### config.mk
export PLATFORM = sky130hd
export DESIGN_NAME = sdci_top
export DESIGN_NICKNAME = d
export VERILOG_FILES = /design/src/design/sdci_pkg.sv /design/src/design/sdci_sync.sv /design/src/design/sdci_top.sv
export SDC_FILE = /design/constraint.sdc
export NUM_CORES = 1
export LEC_CHECK = 0
export ABC_AREA = 0
export ABC_CLOCK_PERIOD_IN_PS = 6500
export BUFFER_PORTS_ARGS = -buffer_cell sky130_fd_sc_hd__buf_2
export CAP_MARGIN = 40
export CORE_UTILIZATION = 55
export DETAILED_ROUTE_END_ITERATION = 12
export HOLD_SLACK_MARGIN = 0.05
export PLACE_DENSITY_LB_ADDON = 0.15
export SLEW_MARGIN = 15
export SYNTH_ARGS = -nofsm -noshare
export SYNTH_HDL_FRONTEND = slang
export SYNTH_SLANG_ARGS = --single-unit
### constraint.sdc
create_clock -name pclk -period 6.5 [get_ports pclk]
set_input_delay 1.3 -clock pclk [delete_from_list [all_inputs] [get_ports pclk]]
set_output_delay 1.3 -clock pclk [all_outputs]
set_load 0.1 [all_outputs]
### src/design/sdci_pkg.sv
// Package of constants for the step/direction command input block
package sdci_pkg;
	// ************************************************************
	// Register map (APB byte addresses)
	// ************************************************************
	localparam logic [11:0] SDCI_CTRL_OFS   = 12'h000;
	localparam logic [11:0] SDCI_STATUS_OFS = 12'h004;
	localparam logic [11:0] SDCI_POS_OFS    = 12'h008;
	localparam logic [11:0] SDCI_COUNT_OFS  = 12'h00c;

	// ************************************************************
	// Control field positions and reset values
	// ************************************************************
	localparam int          SDCI_CTRL_MODE_BIT = 0;
	localparam int          SDCI_CTRL_EDGE_BIT = 1;
	localparam int          SDCI_CTRL_CLR_BIT  = 2;
	localparam logic [31:0] SDCI_CTRL_RESET    = 32'h0000_0000;

	// ************************************************************
	// Status field positions
	// ************************************************************
	localparam int SDCI_ST_EN_BIT   = 0;
	localparam int SDCI_ST_DIR_BIT  = 1;
	localparam int SDCI_ST_STEP_BIT = 2;
	localparam int SDCI_ST_REV_BIT  = 3;

	// ************************************************************
	// Timing
	// ************************************************************
	localparam int CLK_PERIOD_NS     = 100;
	localparam int PULSE_MIN_NS      = 7500;
	localparam int DIR_SETUP_NS      = 5000;
	localparam int PULSE_MIN_CYC     = (PULSE_MIN_NS + CLK_PERIOD_NS - 1) / CLK_PERIOD_NS;
	localparam int DIR_SETUP_CYC     = (DIR_SETUP_NS + CLK_PERIOD_NS - 1) / CLK_PERIOD_NS;
	localparam int SYNC_STAGES       = 2;

	// ************************************************************
	// Width of position (step count is 16 bits)
	// ************************************************************
	localparam int POS_W = 32;
endpackage

### src/design/sdci_sync.sv
// Two-stage synchroniser with registered edge detection for one input
`timescale 1ns/1ps
module sdci_sync (
	input  wire logic pclk,
	input  wire logic presetn,
	input  wire logic reset_level,
	input  wire logic async_in,
	output logic      level_out,
	output logic      rise_out,
	output logic      fall_out
);
	import sdci_pkg::*;

	logic meta_reg;
	logic sync_reg;
	logic prev_reg;

	// First stage feeds only the second; edges come from stages two and three
	always_ff @(posedge pclk or negedge presetn) begin
		if (!presetn) begin
			meta_reg <= 1'b0;
			sync_reg <= 1'b0;
			prev_reg <= 1'b0;
		end else begin
			meta_reg <= async_in;
			sync_reg <= meta_reg;
			prev_reg <= sync_reg;
		end
	end

	assign level_out = sync_reg;
	assign rise_out  = sync_reg & ~prev_reg;
	assign fall_out  = ~sync_reg & prev_reg;

	// Unused here, kept so one reset level can be chosen per instance later
	logic unused_reset_level;
	assign unused_reset_level = reset_level;
endmodule

### src/design/sdci_top.sv
// Step/direction command input front end with APB register access
`timescale 1ns/1ps
module sdci_top (
	input  wire logic        pclk,
	input  wire logic        presetn,
	input  wire logic        psel,
	input  wire logic        penable,
	input  wire logic        pwrite,
	input  wire logic [11:0] paddr,
	input  wire logic [31:0] pwdata,
	output logic      [31:0] prdata,
	output logic             pready,
	output logic             pslverr,
	input  wire logic        step_pulse_in,
	input  wire logic        dir_in,
	input  wire logic        drive_enable_in,
	output logic             step_advance,
	output logic             step_dir_ccw,
	output logic             drive_enabled
);
	import sdci_pkg::*;

	// ************************************************************
	// Input synchronisers
	// ************************************************************
	logic step_lvl;
	logic step_rise;
	logic step_fall;
	logic dir_lvl;
	logic dir_rise;
	logic dir_fall;
	logic en_lvl;

	sdci_sync u_sync_step (
		.pclk        (pclk),
		.presetn     (presetn),
		.reset_level (1'b0),
		.async_in    (step_pulse_in),
		.level_out   (step_lvl),
		.rise_out    (step_rise),
		.fall_out    (step_fall)
	);

	sdci_sync u_sync_dir (
		.pclk        (pclk),
		.presetn     (presetn),
		.reset_level (1'b0),
		.async_in    (dir_in),
		.level_out   (dir_lvl),
		.rise_out    (dir_rise),
		.fall_out    (dir_fall)
	);

	// An open enable pin is pulled high at the pad, so it reads as enabled
	sdci_sync u_sync_en (
		.pclk        (pclk),
		.presetn     (presetn),
		.reset_level (1'b1),
		.async_in    (drive_enable_in),
		.level_out   (en_lvl),
		.rise_out    (),
		.fall_out    ()
	);

	// ************************************************************
	// Control register and internal state
	// ************************************************************
	logic [31:0]      ctrl_reg;
	logic [POS_W-1:0] pos_reg;
	logic [POS_W-1:0] pos_next;
	logic [15:0]      count_reg;
	logic [7:0]       high_cnt_reg;
	logic             short_pulse_reg;
	logic             step_advance_reg;
	logic             step_dir_ccw_reg;
	logic             drive_enabled_reg;

	wire mode_dual  = ctrl_reg[SDCI_CTRL_MODE_BIT];
	wire edge_fall  = ctrl_reg[SDCI_CTRL_EDGE_BIT];

	// ************************************************************
	// Step event decode
	// ************************************************************

	// Step/direction: chosen edge of step input; direction from level
	wire sd_event   = ~mode_dual & (edge_fall ? step_fall : step_rise);
	wire sd_ccw     = dir_lvl;
	// Dual pulse: active edge of each input gives its own direction
	wire cw_event   = mode_dual & (edge_fall ? step_fall : step_rise);
	wire ccw_event  = mode_dual & (edge_fall ? dir_fall : dir_rise);
	// Both dual-pulse inputs in one cycle cancel; no net motion
	wire any_event  = sd_event | (cw_event ^ ccw_event);
	wire ev_ccw     = mode_dual ? ccw_event : sd_ccw;
	wire accept     = any_event & en_lvl;

	// ************************************************************
	// Position and step count
	// ************************************************************

	// Position wraps silently; software reads it as a signed count
	wire [POS_W-1:0] pos_up  = pos_reg + POS_W'(1);
	wire [POS_W-1:0] pos_dn  = pos_reg - POS_W'(1);
	wire [15:0]      cnt_inc = count_reg + 16'(accept);

	assign pos_next = accept ? (ev_ccw ? pos_dn : pos_up) : pos_reg;

	// ************************************************************
	// Pulse-width monitor
	// ************************************************************

	// Short active pulses on the step input are flagged for software, not rejected, so a marginal
	// controller still moves the motor while the fault stays visible
	wire       step_active = edge_fall ? ~step_lvl : step_lvl;
	wire       step_end    = edge_fall ? step_rise : step_fall;
	wire       short_seen  = step_end & (high_cnt_reg < 8'(PULSE_MIN_CYC));
	wire [7:0] high_cnt_up = (high_cnt_reg == 8'hff) ? 8'hff : high_cnt_reg + 8'h01;

	// ************************************************************
	// APB slave
	// ************************************************************
	wire        apb_wr   = psel & penable & pwrite;
	wire        sel_ctrl = paddr == SDCI_CTRL_OFS;
	wire        sel_st   = paddr == SDCI_STATUS_OFS;
	wire        sel_pos  = paddr == SDCI_POS_OFS;
	wire        sel_cnt  = paddr == SDCI_COUNT_OFS;
	wire        mapped   = sel_ctrl | sel_st | sel_pos | sel_cnt;
	wire        clr_pos  = apb_wr & sel_ctrl & pwdata[SDCI_CTRL_CLR_BIT];
	wire        clr_flag = apb_wr & sel_st & pwdata[SDCI_ST_STEP_BIT];
	wire [31:0] status_w = {28'h0, short_pulse_reg, 1'b0, dir_lvl, en_lvl};
	wire [31:0] rd_mux   = sel_ctrl ? {29'h0, 1'b0, ctrl_reg[1:0]} :
	                       sel_st   ? status_w :
	                       sel_pos  ? pos_reg :
	                       sel_cnt  ? {16'h0, count_reg} : 32'h0;

	always_ff @(posedge pclk or negedge presetn) begin
		if (!presetn) begin
			ctrl_reg <= SDCI_CTRL_RESET;
		end else if (apb_wr & sel_ctrl) begin
			ctrl_reg <= {30'h0, pwdata[SDCI_CTRL_EDGE_BIT], pwdata[SDCI_CTRL_MODE_BIT]};
		end
	end

	always_ff @(posedge pclk or negedge presetn) begin
		if (!presetn) begin
			pos_reg   <= '0;
			count_reg <= 16'h0000;
		end else begin
			pos_reg   <= clr_pos ? '0 : pos_next;
			count_reg <= clr_pos ? 16'h0000 : cnt_inc;
		end
	end

	always_ff @(posedge pclk or negedge presetn) begin
		if (!presetn) begin
			high_cnt_reg    <= 8'h00;
			short_pulse_reg <= 1'b0;
		end else begin
			high_cnt_reg    <= step_active ? high_cnt_up : 8'h00;
			// Set wins over clear
			short_pulse_reg <= short_seen | (short_pulse_reg & ~clr_flag);
		end
	end

	// ************************************************************
	// APB response
	// ************************************************************

	// Zero wait states: the answer is registered off the setup cycle
	wire        setup_ph = psel & ~penable;
	wire        rd_setup = setup_ph & ~pwrite;
	wire [31:0] rd_next  = rd_setup ? rd_mux : 32'h0000_0000;

	always_ff @(posedge pclk or negedge presetn) begin
		if (!presetn) begin
			prdata  <= 32'h0000_0000;
			pready  <= 1'b0;
			pslverr <= 1'b0;
		end else begin
			pready  <= setup_ph;
			pslverr <= setup_ph & ~mapped;
			prdata  <= rd_next;
		end
	end

	// ************************************************************
	// Step and enable outputs
	// ************************************************************

	always_ff @(posedge pclk or negedge presetn) begin
		if (!presetn) begin
			step_advance_reg <= 1'b0;
			step_dir_ccw_reg <= 1'b0;
		end else begin
			step_advance_reg <= accept;
			step_dir_ccw_reg <= accept ? ev_ccw : step_dir_ccw_reg;
		end
	end

	// Enable is reported one cycle after the level that gates steps
	always_ff @(posedge pclk or negedge presetn) begin
		if (!presetn) begin
			drive_enabled_reg <= 1'b0;
		end else begin
			drive_enabled_reg <= en_lvl;
		end
	end

	assign step_advance  = step_advance_reg;
	assign step_dir_ccw  = step_dir_ccw_reg;
	assign drive_enabled = drive_enabled_reg;
endmodule

Yosys cells after proc, flatten, opt, wreduce, memory -nomap -nowiden
Cells that the tools add are included.
Widths: inputs -> output; s select.
{"block": "op_classes", "addsub": 4, "multipliers": 0, "div": 0, "magnitude_cmp": 1, "n_eq_ne": 4, "n_shift": 0, "n_mux": 16, "n_bitwise": 34, "reduce_logical": 2}
{"op": "$mux 32", "n": 7}
{"op": "$add 32x1->32 const B", "n": 1}
{"op": "$mux 16", "n": 2}
{"op": "$sub 32x1->32 const B", "n": 1}
{"op": "$eq 12x4->1 const B", "n": 2}
{"op": "$and 1x1->1", "n": 19}
{"op": "$add 16x1->16", "n": 1}
{"op": "$mux 8", "n": 2}
{"op": "$eq 12x3->1 const B", "n": 1}
{"op": "$logic_not 12->1", "n": 1}
{"op": "$not 1->1", "n": 9}
{"op": "$add 8x1->8 const B", "n": 1}
{"op": "$eq 8x8->1 const B", "n": 1}
{"op": "$lt 8x7->1 const B", "n": 1}
{"op": "$mux 1", "n": 5}
{"op": "$or 1x1->1", "n": 5}
{"op": "$reduce_bool 2->1", "n": 1}
{"op": "$xor 1x1->1", "n": 1}
{"block": "totals", "regBits": 104, "latch_bits": 0, "ramBits": 0, "romBits": 0, "inputBits": 52, "out_inout_bits": 37, "word_cells": 80, "n_memories": 0}

Logic depth before layout (Yosys ltp)
{"block": "logic_depth", "word_depth": 9, "depth_mapped": 14, "mapped_depth_nobuf": 12}

By module
Synthesis repeated with hierarchy kept, for this count alone.
{"block": "hier_totals", "cells_unflattened": 610, "area_unflattened_um2": 5803.1}
{"mod": "sdci_top", "n_inst": 1, "cells_each": 595, "area_per_inst_um2": 5532.8}
{"mod": "sdci_sync", "n_inst": 3, "cells_each": 5, "area_per_inst_um2": 90.1}

Least setup slack after synthesis
Ideal clock, no wire load.
{"block": "synth_timing", "path_kind": "register to register", "startpoint": "reg ctrl_reg[1]", "endpoint": "reg pos_reg[31]", "setup_ns": 0.079, "arrival_ns": 3.753, "t_required_ns": 6.421, "path_slack_ns": 2.668, "stages_incl_launch_ff": 14, "path_buffers": 1, "synth_period_minus_slack_ns": 3.832, "path_cell_list": "dfrtp_1 -> clkbuf_1 -> o21ai_0 -> nand2_1 -> nand2_1 -> ha_1 -> and3_4 -> a221oi_4 -> o21ai_4 -> a211oi_2 -> o31ai_2 -> a311oi_2 -> mux2i_1 -> mux2i_1"}
{"block": "synth_between", "elab_chain_cells": 6}
{"element": "start: declaration", "line": "sdci_top.sv:68", "source": "logic [31:0] ctrl_reg;"}
{"element": "start signal: assignment", "line": "sdci_top.sv:139", "source": "ctrl_reg <= {30'h0, pwdata[SDCI_CTRL_EDGE_BIT], pwdata[SDCI_CTRL_MODE_BIT]};"}
{"element": "$mux 1", "line": "sdci_top.sv:90", "source": "wire ccw_event = mode_dual & (edge_fall ? dir_fall : dir_rise);"}
{"element": "$and 1x1->1", "line": "sdci_top.sv:90"}
{"element": "$mux 1", "line": "sdci_top.sv:93", "source": "wire ev_ccw = mode_dual ? ccw_event : sd_ccw;"}
{"element": "named net ev_ccw", "line": "sdci_top.sv:93"}
{"element": "$mux 32 (2 in series)", "line": "sdci_top.sv:105", "source": "assign pos_next = accept ? (ev_ccw ? pos_dn : pos_up) : pos_reg;"}
{"element": "$mux 32", "line": "sdci_top.sv:148", "source": "pos_reg <= clr_pos ? '0 : pos_next;"}
{"element": "end signal: assignment", "line": "sdci_top.sv:148"}
{"element": "end: declaration", "line": "sdci_top.sv:69", "source": "logic [POS_W-1:0] pos_reg;"}
The timed path passes the listed nets, and every way through them passes these cells. The select of a mux whose other input is x is not followed.
A chain may end at the register's enable or synchronous reset.

Worst setup path in the final report
{"block": "layout_timing", "startpoint": "reg ctrl_reg[1]", "endpoint": "reg pos_reg[30]"}
Same word-level chain as after synthesis.

==> metrics.cfg <==
[timing]
fin_tns_setup_ps=0
final-setup-viol-count=0
timing.final.max_slew_violations=0
slew_headroom_pct=43.4
max_freq_mhz=237
worstMarginPinSlew_ps=848
worst_clock_skew_ps=8.17
finalWorstPathRequiredPeriod_ps=4220
grt_setup_unrepaired=no
finalHoldViolCount=0
layout_worst_path_cycle_share_pct=65.0

[logic_synthesis]
syn-cell-area_um2=5850
ys_dominant_reg_cell=sky130_fd_sc_hd__dfrtp_1
number_of_warnings_reported_in_the_yosys_synthesis_log=0
mappedNetlistNets=675
ys_async_sr_fraction_pct=100
netlist_instances=583
synth_seq_area_share_pct=44.5
synth_enable_flop_cells=0
count_of_state_elements_after_synthesis=104
ys_types=65
syn-mean-instance-area_um2=10.0

[power]
p_leak_nw=3.00
vdd_drop_max_mv=0.158
power_per_cell_area_nw_per_um2=388

[setup_path]
worst-setup-path-type=reg -> reg
worst-endpoint-arrival_ps=4470
timing.critical_path.to_type=flop
required_ps=6740
critPathLaunchType=flop
crit_fanout=21

[placed_design]
place.gp.congestion=0.854
dpl-instance-area_um2=6270
io_buffer_count=59
hpwl_mm=8.38

[status]
run_status=complete, no violations

[drt]
detail_route.wirelength_mm=12.0
drt_iter0_drc=223
detail_route.first_pass.iterations=4
wl_per_cell_um=15.3
via_count=4523
postRouteAntennaNets=0
drt_drc=0
route.detailed.vias_per_inst=5.79

[cells_and_area]
design.final.nets=732
stdcell_area_um2=6500
insertedDiodeCount=0
area_delta_synth_final_pct=11.2
fin_util_pct=63.0
drive_gt1_share_pct=16.1

[min_path]
hold_path_class=reg -> reg

[clock_tree]
clock-sinks=104
insertion_delay_ps=370
cts_inserted_buffers=9
postCtsSetupRepairBufs=0
htree_num_levels=3
cts_hold_buf=0
cts_tree=done
clkTransAtPathRegs_ps=100
cts_root_buffer_type=sky130_fd_sc_hd__clkbuf_8
clock_path_buffers=2
postCtsResizedCells=0

[floorplan]
initial_core_util_pct=56.6
die_h_um=105
core-area_um2=10300
dieArea_um2=11000
chipWidth_um=105
io_pins=89
placement_rows=37

[global_routing]
most_used_layer_global_route=met2
use_met3_pct=4.24
pin_count_of_the_biggest_net_entering_global_routing=65
use_met2_pct=38.2
met1_routing_resource_usage_after_global_routing_pct=31.7
antenna_found_initial=0
number_of_global_route_vias_before_repair=4400
global_route.overflow_total=0
grt_pass1_wl_mm=20.7
grt.total_usage_pct=23.4

[job]
timing.max_cap.violations=0

==> cells in the final DEF, fill, tap and decap left out, drive strengths merged, types with 14 or more instances in the layout <==
cell and n:
a21o 14, xnor2 20, and3 16, nand3 20, nand2 42, nor2 67
mux2i 20, dfrtp 104, buf 66, ha 39, a21oi 36, o21ai 31
xor2 21, and2 23
==> metal layers <==
| layer | up-vias | part of all wire (%) |
|---|---|---|
| met5 | - | 0 |
| met4 | 0 | 0.97 |
| li1 | 2203 | - |
| met2 | 94 | 48 |
| met1 | 2215 | 47 |
| met3 | 11 | 4.1 |
==> final cells by class <==
cell class	instances	area (um2)
fill	863	3820
multi-input combinational	451	3130
sequential	104	2600
timing repair buffer	66	370
tap	136	170
clock buffer	9	124
clock inverter	7	78.8
inverter	8	30.0
==> worst max-delay path, cell delays in order, from the launching register on <==
cell and delay, ps:
sky130_fd_sc_hd__dfrtp_1 510, sky130_fd_sc_hd__o21ai_0 220, sky130_fd_sc_hd__nand2_1 90, sky130_fd_sc_hd__nand2_1 540
sky130_fd_sc_hd__buf_4 400, sky130_fd_sc_hd__ha_1 310, sky130_fd_sc_hd__a21oi_1 200, sky130_fd_sc_hd__o21ai_0 140
sky130_fd_sc_hd__a311o_1 390, sky130_fd_sc_hd__o21ai_2 240, sky130_fd_sc_hd__o21ai_1 230, sky130_fd_sc_hd__a31o_2 300
sky130_fd_sc_hd__a2111oi_0 420, sky130_fd_sc_hd__nor3_1 100
==> Yosys cell counts, drive strengths merged (3+ instances only) <==
| cell | number | area share, % |
|---|---|---|
| a211oi | 4 | 0.60 |
| a21boi | 3 | 0.39 |
| a21o | 14 | 1.8 |
| a21oi | 36 | 3.1 |
| a22oi | 13 | 1.7 |
| a31oi | 11 | 1.2 |
| and2 | 23 | 2.5 |
| and3 | 16 | 1.9 |
| buf | 8 | 0.71 |
| clkbuf | 12 | 0.77 |
| dfrtp | 104 | 45 |
| ha | 39 | 8.3 |
| inv | 8 | 0.51 |
| mux2 | 3 | 0.58 |
| mux2i | 20 | 3.4 |
| nand2 | 42 | 2.7 |
| nand2b | 5 | 0.53 |
| nand3 | 20 | 1.7 |
| nand4 | 7 | 0.75 |
| nor2 | 67 | 4.3 |
| nor2b | 5 | 0.53 |
| nor3 | 6 | 0.51 |
| nor4b | 4 | 0.60 |
| o21a | 3 | 0.39 |
| o21ai | 31 | 3.0 |
| o31ai | 3 | 0.47 |
| or3 | 4 | 0.51 |
| xnor2 | 20 | 3.0 |
| xor2 | 21 | 3.1 |
==> where the power goes <==
group          total (mW)  switching (mW)  internal, mW
clock               0.423           0.241         0.182
combinational        1.14           0.632         0.507
sequential          0.961           0.162         0.799
==> cell families (layout without fill, tap and decap cells) <==
family,count (synthesis),count (layout),share of synthesized area (%)
mux,25,25,4.77
simple gates,209,209,17.9
fa+ha+maj,40,40,8.69
buf+inv,28,90,1.99
xor+xnor,41,41,6.14
flops,104,104,44.5
compound gates,136,136,16.0
==> worst paths after layout <==
| kind | start | endpoint | slack [ps] | cells after the start |
|---|---|---|---|---|
| hold reg to reg | u_sync_dir.meta_reg | u_sync_dir.level_out | 360 | 0 |
| setup reg to reg | ctrl_reg[1] | pos_reg[30] | 2280 | 13 |
| hold / removal | u_sync_dir.meta_reg | u_sync_dir.level_out | 360 | 0 |
| max in group asynchronous | presetn | pos_reg[6] | 4770 | 3 |
| min in group asynchronous | presetn | pos_reg[24] | 890 | 1 |
| setup / recovery | ctrl_reg[1] | pos_reg[30] | 2280 | 13 |
==> stage by stage <==
stage                     hold slack [ps]  std cells  total power [mW]  setup slack [ps]
final                                 358        781              2.52              2280
after global routing                  367        781              2.73              1940
after CTS                             360        780              2.53              2270
after detailed placement              335        764              2.09              2320
after global placement                334        762              2.05              2430
after floorplan                       331        583              1.85              2670
Power figures use the tool's default switching activity.
